### src/rtl/tmc_pkg.sv
// Package for the tuner microcontroller instruction decoder: codes, offsets, carriers
`default_nettype none
package tmc_pkg;

  // Instruction cycle timing
  localparam int CLK_PERIOD_PS = 8000;
  localparam int CYCLE_TIME_PS = 2670000;
  localparam int CYC_CNT = CYCLE_TIME_PS / CLK_PERIOD_PS;

  // APB register byte offsets
  localparam logic [11:0] OFS_CTRL = 12'h000;
  localparam logic [11:0] OFS_STAT = 12'h004;
  localparam logic [11:0] OFS_SR1 = 12'h008;
  localparam logic [11:0] OFS_PCSET = 12'h00C;

  // Status word field positions
  localparam int STAT_BANK_POS = 12;
  localparam int STAT_CARRY_POS = 16;
  localparam int STAT_SKIP_POS = 17;
  localparam int STAT_HALT_POS = 18;
  localparam int STAT_SP_POS = 20;

  // Reset values
  localparam logic [11:0] PC_RST = 12'h000;
  localparam logic [1:0] BANK_RST = 2'h0;
  localparam logic [3:0] NIB_RST = 4'h0;

  // Port numbers
  localparam logic [3:0] PORT_A = 4'h0;
  localparam logic [3:0] PORT_B = 4'h1;
  localparam logic [3:0] PORT_C = 4'h2;
  localparam logic [3:0] PORT_D = 4'h3;
  localparam logic [3:0] PORT_E = 4'h4;
  localparam logic [3:0] PORT_F = 4'h5;
  localparam logic [3:0] PORT_G = 4'h6;
  localparam logic [3:0] PORT_H = 4'h7;
  localparam logic [3:0] PORT_I = 4'h8;

  // Six-bit opcodes (arithmetic family 01xxxx decoded by its bits)
  localparam logic [5:0] OP_SEQ = 6'h01;
  localparam logic [5:0] OP_SGE = 6'h03;
  localparam logic [5:0] OP_EXL = 6'h08;
  localparam logic [5:0] OP_AND = 6'h0C;
  localparam logic [5:0] OP_SEQI = 6'h0D;
  localparam logic [5:0] OP_OR = 6'h0E;
  localparam logic [5:0] OP_SGEI = 6'h0F;
  localparam logic [5:0] OP_LD = 6'h20;
  localparam logic [5:0] OP_ST = 6'h21;
  localparam logic [5:0] OP_INDIRECT_STORE_MOVE = 6'h22;
  localparam logic [5:0] OP_INDIRECT_LOAD_MOVE = 6'h23;
  localparam logic [5:0] OP_ROW_LOCAL_MOVE = 6'h24;
  localparam logic [5:0] OP_MVI = 6'h25;
  localparam logic [5:0] OP_PLL = 6'h26;
  localparam logic [5:0] OP_TMT = 6'h29;
  localparam logic [5:0] OP_TMF = 6'h2B;
  localparam logic [5:0] OP_BANK = 6'h34;
  localparam logic [5:0] OP_LCD = 6'h38;
  localparam logic [5:0] OP_LCP = 6'h39;
  localparam logic [5:0] OP_IN = 6'h3A;
  localparam logic [5:0] OP_OUT = 6'h3B;
  localparam logic [3:0] OP4_JMP = 4'hB;
  localparam logic [3:0] OP4_CAL = 4'hC;

  // Eight-bit opcodes
  localparam logic [7:0] OP8_NOP = 8'h00;
  localparam logic [7:0] OP8_UCS = 8'h01;
  localparam logic [7:0] OP8_DAC = 8'h02;
  localparam logic [7:0] OP8_UCC = 8'h03;
  localparam logic [7:0] OP8_FPC = 8'h10;
  localparam logic [7:0] OP8_CLOCK_HALT_INSTR = 8'h11;
  localparam logic [7:0] OP8_RT = 8'hD4;
  localparam logic [7:0] OP8_RTI = 8'hD5;
  localparam logic [7:0] OP8_TTM = 8'hD6;
  localparam logic [7:0] OP8_TUL = 8'hD7;
  localparam logic [7:0] OP8_SS = 8'hDC;
  localparam logic [7:0] OP8_RS = 8'hDD;
  localparam logic [7:0] OP8_TST = 8'hDE;
  localparam logic [7:0] OP8_TSF = 8'hDF;
  localparam logic [7:0] OP8_SPB = 8'hF0;
  localparam logic [7:0] OP8_RPB = 8'hF5;
  localparam logic [7:0] OP8_TPT = 8'hFA;
  localparam logic [7:0] OP8_TPF = 8'hFF;

  // Peripheral register selects for the counter control words
  localparam logic [3:0] UC_SEL_W1 = 4'h1;
  localparam logic [3:0] UC_SEL_W2 = 4'h2;

  // Seven-segment pattern per digit value, entry 0 in the low byte
  localparam logic [15:0][7:0] SEG_ROM = {
    8'h71, 8'h79, 8'h5E, 8'h39, 8'h7C, 8'h77, 8'h6F, 8'h7F,
    8'h07, 8'h7D, 8'h6D, 8'h66, 8'h4F, 8'h5B, 8'h06, 8'h3F};

  typedef enum logic [1:0] {ST_STOP, ST_RUN, ST_HALT} tmc_state_t;

  // Instruction word fields
  typedef struct packed {
    logic [5:0] op;
    logic [1:0] row_field;
    logic [3:0] column_field;
    logic [3:0] gp_register_field;
  } tmc_instr_t;

  // One-cycle write strobe to a peripheral register
  typedef struct packed {
    logic we;
    logic [3:0] sel;
    logic [7:0] data;
  } tmc_wr_t;

endpackage
`default_nettype wire
### src/rtl/tmc_core.sv
// Instruction decoder and executor for the 4-bit tuner microcontroller core
// Behaviour
// - Words carry 2-bit row, 4-bit column and 4-bit register/immediate/mask fields
// - Register operand is digit 00..0FH of bank 0 chosen by register field
// - Add memory to register or immediate to memory, carry optional, skip on carry
// - Subtract memory or immediate, borrow optional, skip variants skip on borrow
// - Compare without storing; skip on equal or on no borrow
// - Memory AND/OR immediate into memory; register XOR memory into register
// - Indirect moves address row field plus column held in a register
// - Row-local move copies one digit to another within the same row
// - Jumps and calls load 12-bit address; call pushes PC+1; returns pop
// - Timer or unlock flip-flop test skips when flip-flop is clear
// - Mask sets/clears status register 1; tests status register 2 all one/zero
// - Bank-select loads the active data bank from a 2-bit field
// - Memory bit test skips when masked bits are all one or all zero
// - Port in, out, bit set/clear and masked tests by 4-bit port number
// - Display write sends digit directly or through the segment decoding array
// - Clock-halt instruction stops the clock only while hold is low
// - Memory digits addressed with a general register go to synthesizer registers
// - Converter-load instruction loads the D/A registers with its data
// - Port direction instruction sets each second bidirectional port pin separately
// - First bidirectional port latches input after in/tests, output after out/set/clear
//
// Implementation choices: the placing of the registers and register access over APB.
`default_nettype none
module tmc_core
  import tmc_pkg::*;
(
  input wire logic pclk,
  input wire logic presetn,
  input wire logic [11:0] paddr,
  input wire logic psel,
  input wire logic penable,
  input wire logic pwrite,
  input wire logic [31:0] pwdata,
  output logic [31:0] prdata,
  output logic pready,
  output logic pslverr,
  output logic [11:0] prog_addr,
  input wire logic [15:0] prog_data,
  input wire logic [3:0] pa_i,
  input wire logic [3:0] pg_i,
  input wire logic [3:0] pe_i,
  output logic [3:0] pe_o,
  output logic [3:0] pe_oe_n,
  input wire logic [3:0] pf_i,
  output logic [3:0] pf_o,
  output logic [3:0] pf_oe_n,
  output logic [3:0] pb_o,
  output logic [3:0] pc_o,
  output logic [3:0] pd_o,
  output logic [3:0] ph_o,
  output logic [3:0] ph_oe_n,
  output logic [3:0] pi_o,
  input wire logic hold_n_i,
  input wire logic timer_ff_i,
  input wire logic unlock_flipflop_i,
  input wire logic [3:0] status2_i,
  output logic [3:0] status1_o,
  output tmc_wr_t lcd_wr_o,
  output tmc_wr_t pll_wr_o,
  output tmc_wr_t dac_wr_o,
  output tmc_wr_t uc_wr_o,
  output logic clk_halted_o
);

  // Architectural state
  logic [3:0] ram_q [256];
  logic [3:0] port_q [16];
  logic [11:0] stack_q [8];
  logic [11:0] pc_q;
  logic [2:0] sp_q;
  logic [1:0] bank_q;
  logic carry_q;
  logic skip_q;
  logic run_q;
  logic [3:0] sr1_q;
  logic [3:0] fdir_q;
  logic pe_out_q;
  logic [8:0] cnt_q;
  logic [31:0] prdata_q;
  tmc_state_t state_q;
  tmc_state_t state_d;
  tmc_wr_t lcd_q, pll_q, dac_q, uc_q;
  logic [15:0] sync1_q, sync2_q;
  logic hold1_q, hold2_q;

  // Port and hold pins pass two flops; timer, unlock and status 2 inputs feed the logic directly
  always_ff @(posedge pclk or negedge presetn) begin
    if (!presetn) begin
      sync1_q <= 16'h0000;
      sync2_q <= 16'h0000;
      hold1_q <= 1'b1;
      hold2_q <= 1'b1;
    end else begin
      sync1_q <= {pf_i, pe_i, pg_i, pa_i};
      sync2_q <= sync1_q;
      hold1_q <= hold_n_i;
      hold2_q <= hold1_q;
    end
  end

  wire [3:0] pa_s = sync2_q[3:0];
  wire [3:0] pg_s = sync2_q[7:4];
  wire [3:0] pe_s = sync2_q[11:8];
  wire [3:0] pf_s = sync2_q[15:12];

  // Instruction cycle divider: one step enable per instruction cycle
  wire tick = (cnt_q == 9'(CYC_CNT - 1));
  always_ff @(posedge pclk or negedge presetn) begin
    if (!presetn) cnt_q <= 9'h000;
    else cnt_q <= tick ? 9'h000 : cnt_q + 9'h001;
  end

  // Field extraction
  tmc_instr_t ir;
  assign ir = tmc_instr_t'(prog_data);
  wire [5:0] op6 = ir.op;
  wire [1:0] row = ir.row_field;
  wire [3:0] col = ir.column_field;
  wire [3:0] lo = ir.gp_register_field;

  // Data memory operands
  wire [7:0] m_addr = {bank_q, row, col};
  wire [7:0] r_addr = {BANK_RST, 2'b00, lo};
  wire [3:0] m_val = ram_q[m_addr];
  wire [3:0] r_val = ram_q[r_addr];
  wire [7:0] ind_addr = {bank_q, row, r_val};
  wire [3:0] ind_val = ram_q[ind_addr];
  wire [7:0] src_addr = {bank_q, row, lo};
  wire [3:0] src_val = ram_q[src_addr];

  // Arithmetic family 01_sub_imm_carry_skip
  wire is_arith = (op6[5:4] == 2'b01);
  wire ar_sub = op6[3];
  wire ar_imm = op6[2];
  wire [3:0] ar_a = ar_imm ? m_val : r_val;
  wire [3:0] ar_b = ar_imm ? lo : m_val;
  wire ar_cin = op6[1] & carry_q;
  wire [4:0] ar_sum = {1'b0, ar_a} + {1'b0, ar_b} + {4'h0, ar_cin};
  wire [4:0] ar_dif = {1'b0, ar_a} - {1'b0, ar_b} - {4'h0, ar_cin};
  wire [4:0] ar_res = ar_sub ? ar_dif : ar_sum;

  // Compare forms: bit 3 picks immediate, bit 1 picks greater-or-equal
  wire [3:0] cp_a = op6[3] ? m_val : r_val;
  wire [3:0] cp_b = op6[3] ? lo : m_val;
  wire [4:0] cp_dif = {1'b0, cp_a} - {1'b0, cp_b};
  wire cp_skip = op6[1] ? ~cp_dif[4] : (cp_dif[3:0] == 4'h0);

  // Port selection and read-back; bit group carries the port in the column slot
  wire bit_grp = (ir[15:12] == 4'hF);
  wire [3:0] pidx = bit_grp ? col : lo;
  wire [3:0] pf_rd = (port_q[PORT_F] & fdir_q) | (pf_s & ~fdir_q);
  wire [3:0] pe_rd = pe_out_q ? port_q[PORT_E] : pe_s;
  wire [3:0] port_val = (pidx == PORT_A) ? pa_s :
                        (pidx == PORT_E) ? pe_rd :
                        (pidx == PORT_F) ? pf_rd :
                        (pidx == PORT_G) ? pg_s : port_q[pidx];
  wire [3:0] pbits = port_val & lo;

  // Execution decode
  logic ram_we;
  logic [7:0] ram_wa;
  logic [3:0] ram_wd;
  logic skip_c, carry_we, push, pop, bank_we, halt_req;
  logic port_we, pe_in_set, pe_out_set, fdir_we, sr1_we;
  logic [3:0] port_wd, sr1_d;
  logic [11:0] pc_d;
  tmc_wr_t lcd_d, pll_d, dac_d, uc_d;
  wire [11:0] pc_inc = pc_q + 12'h001;
  wire pe_hit = (pidx == PORT_E);

  always_comb begin
    ram_we = 1'b0;
    ram_wa = m_addr;
    ram_wd = m_val;
    skip_c = 1'b0;
    carry_we = 1'b0;
    push = 1'b0;
    pop = 1'b0;
    bank_we = 1'b0;
    halt_req = 1'b0;
    port_we = 1'b0;
    port_wd = port_q[pidx];
    pe_in_set = 1'b0;
    pe_out_set = 1'b0;
    fdir_we = 1'b0;
    sr1_we = 1'b0;
    sr1_d = sr1_q;
    pc_d = pc_inc;
    lcd_d = '0;
    pll_d = '0;
    dac_d = '0;
    uc_d = '0;
    if (is_arith) begin
      ram_we = 1'b1;
      ram_wa = ar_imm ? m_addr : r_addr;
      ram_wd = ar_res[3:0];
      carry_we = 1'b1;
      skip_c = op6[0] & ar_res[4];
    end else if (ir[15:12] == OP4_JMP) begin
      pc_d = ir[11:0];
    end else if (ir[15:12] == OP4_CAL) begin
      pc_d = ir[11:0];
      push = 1'b1;
    end else begin
      case (op6)
        OP_SEQ, OP_SGE, OP_SEQI, OP_SGEI: skip_c = cp_skip;
        OP_AND: begin
          ram_we = 1'b1;
          ram_wd = m_val & lo;
        end
        OP_OR: begin
          ram_we = 1'b1;
          ram_wd = m_val | lo;
        end
        OP_EXL: begin
          ram_we = 1'b1;
          ram_wa = r_addr;
          ram_wd = r_val ^ m_val;
        end
        OP_LD: begin
          ram_we = 1'b1;
          ram_wa = r_addr;
        end
        OP_ST: begin
          ram_we = 1'b1;
          ram_wd = r_val;
        end
        OP_INDIRECT_STORE_MOVE: begin
          ram_we = 1'b1;
          ram_wa = ind_addr;
        end
        OP_INDIRECT_LOAD_MOVE: begin
          ram_we = 1'b1;
          ram_wd = ind_val;
        end
        OP_ROW_LOCAL_MOVE: begin
          ram_we = 1'b1;
          ram_wd = src_val;
        end
        OP_MVI: begin
          ram_we = 1'b1;
          ram_wd = lo;
        end
        OP_PLL: pll_d = '{we: 1'b1, sel: r_val, data: {4'h0, m_val}};
        OP_TMT: skip_c = ((m_val & lo) == lo);
        OP_TMF: skip_c = ((m_val & lo) == 4'h0);
        OP_BANK: bank_we = 1'b1;
        OP_LCD: lcd_d = '{we: 1'b1, sel: lo, data: {4'h0, m_val}};
        OP_LCP: lcd_d = '{we: 1'b1, sel: lo, data: SEG_ROM[m_val]};
        OP_IN: begin
          ram_we = 1'b1;
          ram_wd = port_val;
          pe_in_set = pe_hit;
        end
        OP_OUT: begin
          port_we = 1'b1;
          port_wd = m_val;
          pe_out_set = pe_hit;
        end
        default: begin
          case (ir[15:8])
            OP8_UCS: uc_d = '{we: 1'b1, sel: UC_SEL_W1, data: {4'h0, lo}};
            OP8_UCC: uc_d = '{we: 1'b1, sel: UC_SEL_W2, data: {4'h0, lo}};
            OP8_DAC: dac_d = '{we: 1'b1, sel: 4'h0, data: {4'h0, lo}};
            OP8_FPC: fdir_we = 1'b1;
            OP8_CLOCK_HALT_INSTR: halt_req = ~hold2_q;
            OP8_RT, OP8_RTI: begin
              pop = 1'b1;
              pc_d = stack_q[sp_q - 3'h1];
            end
            OP8_TTM: skip_c = ~timer_ff_i;
            OP8_TUL: skip_c = ~unlock_flipflop_i;
            OP8_SS: begin
              sr1_we = 1'b1;
              sr1_d = sr1_q | lo;
            end
            OP8_RS: begin
              sr1_we = 1'b1;
              sr1_d = sr1_q & ~lo;
            end
            OP8_TST: skip_c = ((status2_i & lo) == lo);
            OP8_TSF: skip_c = ((status2_i & lo) == 4'h0);
            OP8_SPB: begin
              port_we = 1'b1;
              port_wd = port_q[pidx] | lo;
              pe_out_set = pe_hit;
            end
            OP8_RPB: begin
              port_we = 1'b1;
              port_wd = port_q[pidx] & ~lo;
              pe_out_set = pe_hit;
            end
            OP8_TPT: begin
              skip_c = (pbits == lo);
              pe_in_set = pe_hit;
            end
            OP8_TPF: begin
              skip_c = (pbits == 4'h0);
              pe_in_set = pe_hit;
            end
            default: ;
          endcase
        end
      endcase
    end
  end

  // Run/halt sequencing; a halted core resumes once hold returns high
  wire step = tick && (state_q == ST_RUN);
  wire exec = step && !skip_q;
  always_comb begin
    state_d = state_q;
    case (state_q)
      ST_STOP: if (run_q) state_d = ST_RUN;
      ST_RUN: begin
        if (!run_q) state_d = ST_STOP;
        else if (exec && halt_req) state_d = ST_HALT;
      end
      ST_HALT: begin
        if (!run_q) state_d = ST_STOP;
        else if (hold2_q) state_d = ST_RUN;
      end
      default: state_d = ST_STOP;
    endcase
  end

  // APB decode; zero wait states so pready is always high
  wire apb_wr = psel && penable && pwrite;
  wire addr_hit = (paddr == OFS_CTRL) || (paddr == OFS_STAT) ||
                  (paddr == OFS_SR1) || (paddr == OFS_PCSET);
  wire [31:0] stat_word = (32'(pc_q)) | (32'(bank_q) << STAT_BANK_POS) |
                          (32'(carry_q) << STAT_CARRY_POS) |
                          (32'(skip_q) << STAT_SKIP_POS) |
                          (32'(state_q == ST_HALT) << STAT_HALT_POS) |
                          (32'(sp_q) << STAT_SP_POS);
  wire [31:0] rd_mux = (paddr == OFS_CTRL) ? {31'h0, run_q} :
                       (paddr == OFS_STAT) ? stat_word :
                       (paddr == OFS_SR1) ? {28'h0, sr1_q} :
                       (paddr == OFS_PCSET) ? {20'h0, pc_q} : 32'h0000_0000;
  assign pready = 1'b1;
  assign pslverr = psel && penable && !addr_hit;
  assign prdata = prdata_q;

  // Read data is captured in the setup cycle so it stands from a flop in the access cycle
  always_ff @(posedge pclk or negedge presetn) begin
    if (!presetn) prdata_q <= 32'h0000_0000;
    else if (psel && !penable) prdata_q <= rd_mux;
  end

  // Control and sequencing state
  always_ff @(posedge pclk or negedge presetn) begin
    if (!presetn) begin
      state_q <= ST_STOP;
      run_q <= 1'b0;
      pc_q <= PC_RST;
      skip_q <= 1'b0;
    end else begin
      state_q <= state_d;
      if (apb_wr && paddr == OFS_CTRL) run_q <= pwdata[0];
      // PC load is only honoured while stopped to avoid racing the fetch
      if (apb_wr && paddr == OFS_PCSET && state_q == ST_STOP) pc_q <= pwdata[11:0];
      else if (step) pc_q <= exec ? pc_d : pc_inc;
      if (step) skip_q <= exec && skip_c;
    end
  end

  // Flags, bank, status register 1, stack pointer and port direction state
  always_ff @(posedge pclk or negedge presetn) begin
    if (!presetn) begin
      carry_q <= 1'b0;
      bank_q <= BANK_RST;
      sr1_q <= NIB_RST;
      sp_q <= 3'h0;
      fdir_q <= NIB_RST;
      pe_out_q <= 1'b0;
    end else if (exec) begin
      if (carry_we) carry_q <= ar_res[4];
      if (bank_we) bank_q <= row;
      if (sr1_we) sr1_q <= sr1_d;
      if (push) sp_q <= sp_q + 3'h1;
      else if (pop) sp_q <= sp_q - 3'h1;
      if (fdir_we) fdir_q <= lo;
      if (pe_out_set) pe_out_q <= 1'b1;
      else if (pe_in_set) pe_out_q <= 1'b0;
    end
  end

  // Peripheral strobes are one pclk wide, taken from flops
  always_ff @(posedge pclk or negedge presetn) begin
    if (!presetn) begin
      lcd_q <= '0;
      pll_q <= '0;
      dac_q <= '0;
      uc_q <= '0;
    end else begin
      lcd_q <= exec ? lcd_d : '0;
      pll_q <= exec ? pll_d : '0;
      dac_q <= exec ? dac_d : '0;
      uc_q <= exec ? uc_d : '0;
    end
  end

  // Output port latches, one per port number
  genvar gi;
  generate
    for (gi = 0; gi < 16; gi++) begin : g_port
      always_ff @(posedge pclk or negedge presetn) begin
        if (!presetn) port_q[gi] <= NIB_RST;
        else if (exec && port_we && pidx == 4'(gi)) port_q[gi] <= port_wd;
      end
    end
  endgenerate

  // Data memory and stack hold no reset; software initialises them
  always_ff @(posedge pclk) begin
    if (exec && ram_we) ram_q[ram_wa] <= ram_wd;
    if (exec && push) stack_q[sp_q] <= pc_inc;
  end

  // Pin drive; output enables are low while driving
  assign pe_o = port_q[PORT_E];
  assign pe_oe_n = {4{~pe_out_q}};
  assign pf_o = port_q[PORT_F];
  assign pf_oe_n = ~fdir_q;
  assign pb_o = port_q[PORT_B];
  assign pc_o = port_q[PORT_C];
  assign pd_o = port_q[PORT_D];
  assign ph_o = 4'h0;
  assign ph_oe_n = ~port_q[PORT_H];
  assign pi_o = port_q[PORT_I];
  assign prog_addr = pc_q;
  assign status1_o = sr1_q;
  assign lcd_wr_o = lcd_q;
  assign pll_wr_o = pll_q;
  assign dac_wr_o = dac_q;
  assign uc_wr_o = uc_q;
  assign clk_halted_o = (state_q == ST_HALT);

endmodule // tmc_core
`default_nettype wire

### config.mk
export PLATFORM = sky130hd
export DESIGN_NAME = tmc_core
export DESIGN_NICKNAME = d
export VERILOG_FILES = /design/src/rtl/tmc_pkg.sv /design/src/rtl/tmc_core.sv
export SDC_FILE = /design/constraint.sdc
export NUM_CORES = 2
export LEC_CHECK = 0
export BUFFER_PORTS_ARGS = -buffer_cell sky130_fd_sc_hd__clkbuf_2
export CORE_ASPECT_RATIO = 1.5
export CORE_UTILIZATION = 45
export DETAILED_ROUTE_END_ITERATION = 7
export MAX_ROUTING_LAYER = met4
export PLACE_DENSITY = 0.59
export SETUP_SLACK_MARGIN = 0.2
export SLEW_MARGIN = 30
export SYNTH_ARGS = -nofsm -noshare
export SYNTH_HDL_FRONTEND = slang
export SYNTH_SLANG_ARGS = --single-unit
export TNS_END_PERCENT = 50
### constraint.sdc
create_clock -name pclk -period 16.4 [get_ports pclk]
set_clock_uncertainty 0.2 [all_clocks]
set_input_delay 0.82 -clock pclk [delete_from_list [all_inputs] [get_ports pclk]]
set_output_delay 0.82 -clock pclk [all_outputs]
set_load 0.05 [all_outputs]
# ---- After elaboration in Yosys (flattened, before gate mapping)
# Memory sizes are Yosys's and may differ from the RTL's.
# Cells that the tools add are included.
dict set report word_totals {
  mem_count 3
  rom_bits 128
  output_inout_bits 143
  inputBits 88
  mem_bits_rw 1120
  register_bits 222
}
dict set report classes {
  bitwise 32
  reduce_logical 65
  muxes 132
  n_eq_ne 69
  n_lt_le_gt_ge 2
  addsub 9
}
# memory depth word_bits rd rd_clocked_by_memory_dff write_ports line
set memory_table {}
lappend memory_table {ram_q 256 4 4 0 1 tmc_core.sv:68} ;# logic [3:0] ram_q [256];
lappend memory_table {{(name not given)} 16 8 1 0 0 tmc_core.sv:251} ;# OP_LCP: lcd_d = '{we: 1'b1, sel: lo, data: SEG_ROM[m_val]};
lappend memory_table {stack_q 8 12 1 0 1 tmc_core.sv:70} ;# logic [11:0] stack_q [8];
# cell count
set op_table {}
lappend op_table {{2-to-1 mux 13 bit} 20}
lappend op_table {{2-to-1 mux 12 bit} 10}
lappend op_table {{== test 8 bit (second input constant)} 12}
lappend op_table {{== test 6 bit (second input constant)} 14}
lappend op_table {{2-to-1 mux 4 bit} 18}
lappend op_table {{2-to-1 mux 1 bit} 54}
lappend op_table {{one-hot mux 13 bit (2 select lines)} 2}
lappend op_table {{2-to-1 mux 23 bit} 2}
lappend op_table {{== test 4 bit (second input constant)} 11}
lappend op_table {{2-to-1 mux 8 bit} 5}
lappend op_table {{OR reduction 20 bit} 2}
lappend op_table {{one-hot mux 4 bit (8 select lines)} 1}
lappend op_table {{== test 6 x 4 -> 1 bit (second input constant)} 5}
lappend op_table {{logical AND 1 bit} 30}
lappend op_table {{bitwise AND 4 bit} 7}
lappend op_table {{== test 12 x 4 -> 1 bit (second input constant)} 2}
lappend op_table {{one-hot mux 4 bit (2 select lines)} 3}
lappend op_table {{bitwise OR 19 x 23 -> 23 bit} 1}
lappend op_table {{OR reduction 21 bit} 1}
lappend op_table {{zero test 4 bit} 5}
lappend op_table {{bitwise OR 18 x 19 -> 19 bit} 1}
lappend op_table {{bitwise OR 17 x 18 -> 18 bit} 1}
lappend op_table {{bitwise OR 14 x 17 -> 17 bit} 1}
lappend op_table {{binary-select mux 4 bit (select 4 bit)} 1}
lappend op_table {{53 further kinds} 100}

# ---- Depth between registers and ports, before layout
dict set report logic_depth {
  depth_word 18
  mapped_depth 28
  ltp_nobuf 20
}

# ---- Worst setup path before layout
# OpenSTA, ideal clock, no wires.
dict set report synth_timing {
  kind {input port to flip-flop}
  start {input port prog_data[5]}
  end {memory ram_q[0][2], data pin}
  t_arrival_ps 11605
  required_time_ps 14470
  cell_stages 20
  path_slack_ps 2864
  n_path_buf 5
  cell_sequence {buf_2 > buf_2 > buf_2 > buf_1 > mux4_2 > o211ai_1 > nand3_1 > o41ai_1 > o32ai_1 > buf_2 > nor2_1 > a21o_1 > inv_1 > fa_1 > fa_1 > nand2_1 > o21ai_0 > xnor2_1 > o22ai_1 > a31oi_1}
}
dict set report synth_between {
  elab_chain_cells 13
  elab_cells_between_ends 28
}
# item line
set synth_lines {}
lappend synth_lines {{start, declared} tmc_core.sv:40} ;# input wire logic [15:0] prog_data,
lappend synth_lines {{branches (longest 12 deep; another with adder 4 x 4 -> 5 bit)} n/a}
lappend synth_lines {{2-to-1 mux 4 bit (*)} tmc_core.sv:195} ;# if (is_arith) begin
lappend synth_lines {{named net ram_wd[2]} tmc_core.sv:164} ;# logic [3:0] ram_wd;
lappend synth_lines {{end, declared} tmc_core.sv:68}
# Mark *: on every way through the listed nets, which the timed path passes. The select of a mux whose other input is x is not followed.

# ---- Worst setup path in the final report
dict set report layout_timing {
  start {input port prog_data[4]}
  end {memory ram_q[32][1], data pin}
}
# Same word-level chain as after synthesis.

==> metrics <==
Final Hold Viols 0; Synth Instances 5,729; layout cell share with drive strength beyond 1 0.206; hold worst-path end prog_addr[11]$_DFFE_PN0P_; Slew Viols, Final 0; vias in the first global route 54,105; R2R Setup Slk 8.56 ns; worst min path class in2reg; Least-Margin Pin Slew 1.19 ns; NumNets Final 5,846; worst vdd ir 0.0879 mV; maximum clock insertion buffer count 3; final wirelength 302,000 um; hold depth 3; Startpoint Class input pin; Max stage delay on crit path 0.88 ns; most frequent cells in the layout 1,120 x edfxtp_1, 955 x nand2_1, 540 x mux4_2; Synth Area in Simple Gates 0.113; Post-Place Cells 7,682; Placer Congestion 1.03; global-route wire length before repair 416,000 um; sequential share of the synthesized area 0.530; Yosys reg bits 1,311; GRT Util Overall 0.378; synth warn 0; max cap viols 0; initial antenna violation count 14; Remaining DRCs 1; mux cell area share after synthesis 0.213; Worst-Skew Late Latency 0.81 ns; DR WL/cell 38.0 um; Synth Area in Adders 0.00500; main combinational cell family by area after synthesis multiplexers; core box area 160,000 um^2; pre-CTS setup slack 6.43 ns; synth top area cells edfxtp_1 46%, mux4_2 17%, dfrtp_1 6.5%; P_sw 2.39 mW; HP Start pwdata[11]; R2R cell count 16; Internal 5.72 mW; Post-synth EDFFs 1,120; Comb pwr share 0.171; # setup viols final 0; CTS Buf Count 121; starting density of the core 0.453; initial DRC count 8,554; CP most frequent cell buf_4; CTS H-tree depth 3; Clk pwr share 0.364; Setup CP Type in2reg; status complete, but fails checks; clk sink count 1,311; worst r2r dst ram_q[32][1]$_DFFE_PP_; routed vias 56,158; Synth Area in XOR/XNOR 0.00350; Arr. time, crit path 9.76 ns; Layout Cells excl Fill 7,944; total grt overflow 0; Synth Area in Compound Gates 0.0937; Flop pwr share 0.465; Slew headroom 0.206; # rows 180; storage element area 38,400 um^2; fin crit period 9.48 ns; Layout fillers 13,907; Layout area overhead 9.63%; Die Area 163,000 um^2; DP HPWL 197,000 um; Port Buf Inserts 174; period utilization 0.578; area of the multi-input gates 31,500 um^2; CP Capture Type flop; final worst slack 6.92 ns; RSZ-0062 raised after global routing no; DRT Pass-1 Iters 8; Max Fclk 105 MHz; largest fanout on the critical path 80; top_reg_cell synth edfxtp_1; Critical Path RT 16.67 ns; power per cell area 102 nW/um^2; largest net degree at the start of global routing 125; CTS tree yes; failing checks DRC; Die Y 494 um; Die W 330 um; worst r2r src ram_q[40][1]$_DFFE_PP_; ys async rst share 0.146; Leak 27.0 nW; Via density 7.07; Post-CTS Setup Bufs 0; crit path cell chain buf_8, buf_12, buf_4, mux4_2, mux2_2, o21ai_0, o21ai_0, a2111oi_0, buf_4, o32ai_2, buf_4, nor2_1, a21o_1, inv_1, fa_1, fa_1, mux2i_1, o22ai_1, o21ai_4, buf_4, buf_4; clock-pin transition on the worst setup and hold timing paths 0.07 ns; most common cell after layout, fill and taps aside edfxtp_1; syn_area_per_cell 12.7 um^2; leading area contributor after synthesis edfxtp_1; clock root buffer clkbuf_16; CP Launch Point prog_data[4]; post-synth top area share 0.464; Syn Std Cell Area 72,500 um^2; Fin Setup TNS 0 ns; Yosys cell types 92; Post-DRT Antenna Nets 0; Sw Ratio 0.294; IO Pins 231; slowest CP cell buf_4
-- sequential cells by signal, indices dropped and copies added (netlist names), 5 cells and up, named ones only --
| register | cells |
|---|---|
| cnt_q | 9 |
| dac_wr_o | 5 |
| lcd_wr_o | 12 |
| pll_wr_o | 9 |
| port_q | 40 |
| prdata | 20 |
| prog_addr | 12 |
| ram_q | 1024 |
| stack_q | 96 |
| sync1_q | 16 |
| sync2_q | 16 |
| uc_wr_o | 7 |
-- worst max-delay path by stage --
stage | end | slack (ns) | depth (start not counted)
detailed placement | ram_q[167][1]$_DFFE_PP_ | 6.43 | 21
CTS | ram_q[32][1]$_DFFE_PP_ | 7.20 | 21
global placement | ram_q[165][1]$_DFFE_PP_ | 6.55 | 21
finish | ram_q[32][1]$_DFFE_PP_ | 6.92 | 21
global route | ram_q[32][1]$_DFFE_PP_ | 6.65 | 21
floorplan | ram_q[0][2]$_DFFE_PP_ | 2.86 | 20
-- metrics by stage --
stage,hold WS [ns],area (um^2),power [mW],utilization
after floorplan,0.131,72600,4.67,-
after global placement,0.133,75100,5.13,0.469
after detailed placement,0.135,75200,5.15,0.469
after CTS,0.0524,79400,8.04,0.496
after global routing,0.0460,79500,8.24,0.496
final,0.0502,79500,8.11,0.497
-- cell usage after synthesis (all sizes together) (11+ instances only) --
library cell,count
xor2,11
o22ai,30
a22oi,134
nor2,467
inv,50
a32oi,82
mux2,26
buf,344
xnor2,18
a221oi,51
a311oi,19
and3,58
mux2i,293
o21ai,152
ha,21
nand4,39
mux4,541
nor3,50
o31ai,12
a31oi,105
o211ai,18
dfrtp,189
nand3,252
clkbuf,191
nor2b,35
a41oi,11
and2,14
a22o,36
a211oi,47
a21oi,190
nand2,958
nand2b,14
nor4,21
edfxtp,1120
-- layout make-up --
type	count	area share
sequential	1311	0.483
multi-input combinational	3865	0.396
clock buffer	140	0.0395
timing repair buffer	381	0.0341
tap	2093	0.0329
clock inverter	88	0.0109
inverter	52	0.00247
antenna	14	0.000441
-- logic make-up after synthesis --
family	Yosys count
AO/OA/AOI/OAI	984
XOR/XNOR	29
adder cells (fa/ha/maj)	26
buffers and inverters	587
flip-flops	1311
multiplexers	860
other	2
AND/OR/NAND/NOR	1930
-- worst max-delay path, delay by kind of cell --
kind                       cells  cell delay, ns
buffers and inverters          8            4.10
adders and majority gates      2            0.94
AOI/OAI and AO/OA              7            2.31
and+or+nand+nor                1            0.10
muxes                          3            1.07
-- layer usage --
metal / global-route usage / part of all wire
met1: 0.413 / 0.32
met4: 0.325 / 0.11
met5: - / 0
met3: 0.105 / 0.12
met2: 0.567 / 0.45
-- power groups by stage --
stage | logic, mW | clock network [mW] | registers, mW
after global routing | 1.40 | 3.07 | 3.77
after detailed placement | 1.31 | 0 | 3.84
after floorplan | 0.762 | 0 | 3.90
final | 1.39 | 2.95 | 3.77
after CTS | 1.32 | 2.95 | 3.77
after global placement | 1.29 | 0 | 3.84
-- what timing repair did --
action                                  4_1_cts  5_1_grt
hold endpoints to repair                     72        0
hold buffers                                 18        0
resized for setup                             0        0
endpoints found under the setup margin        0        0
Power figures use the tool's default switching activity.
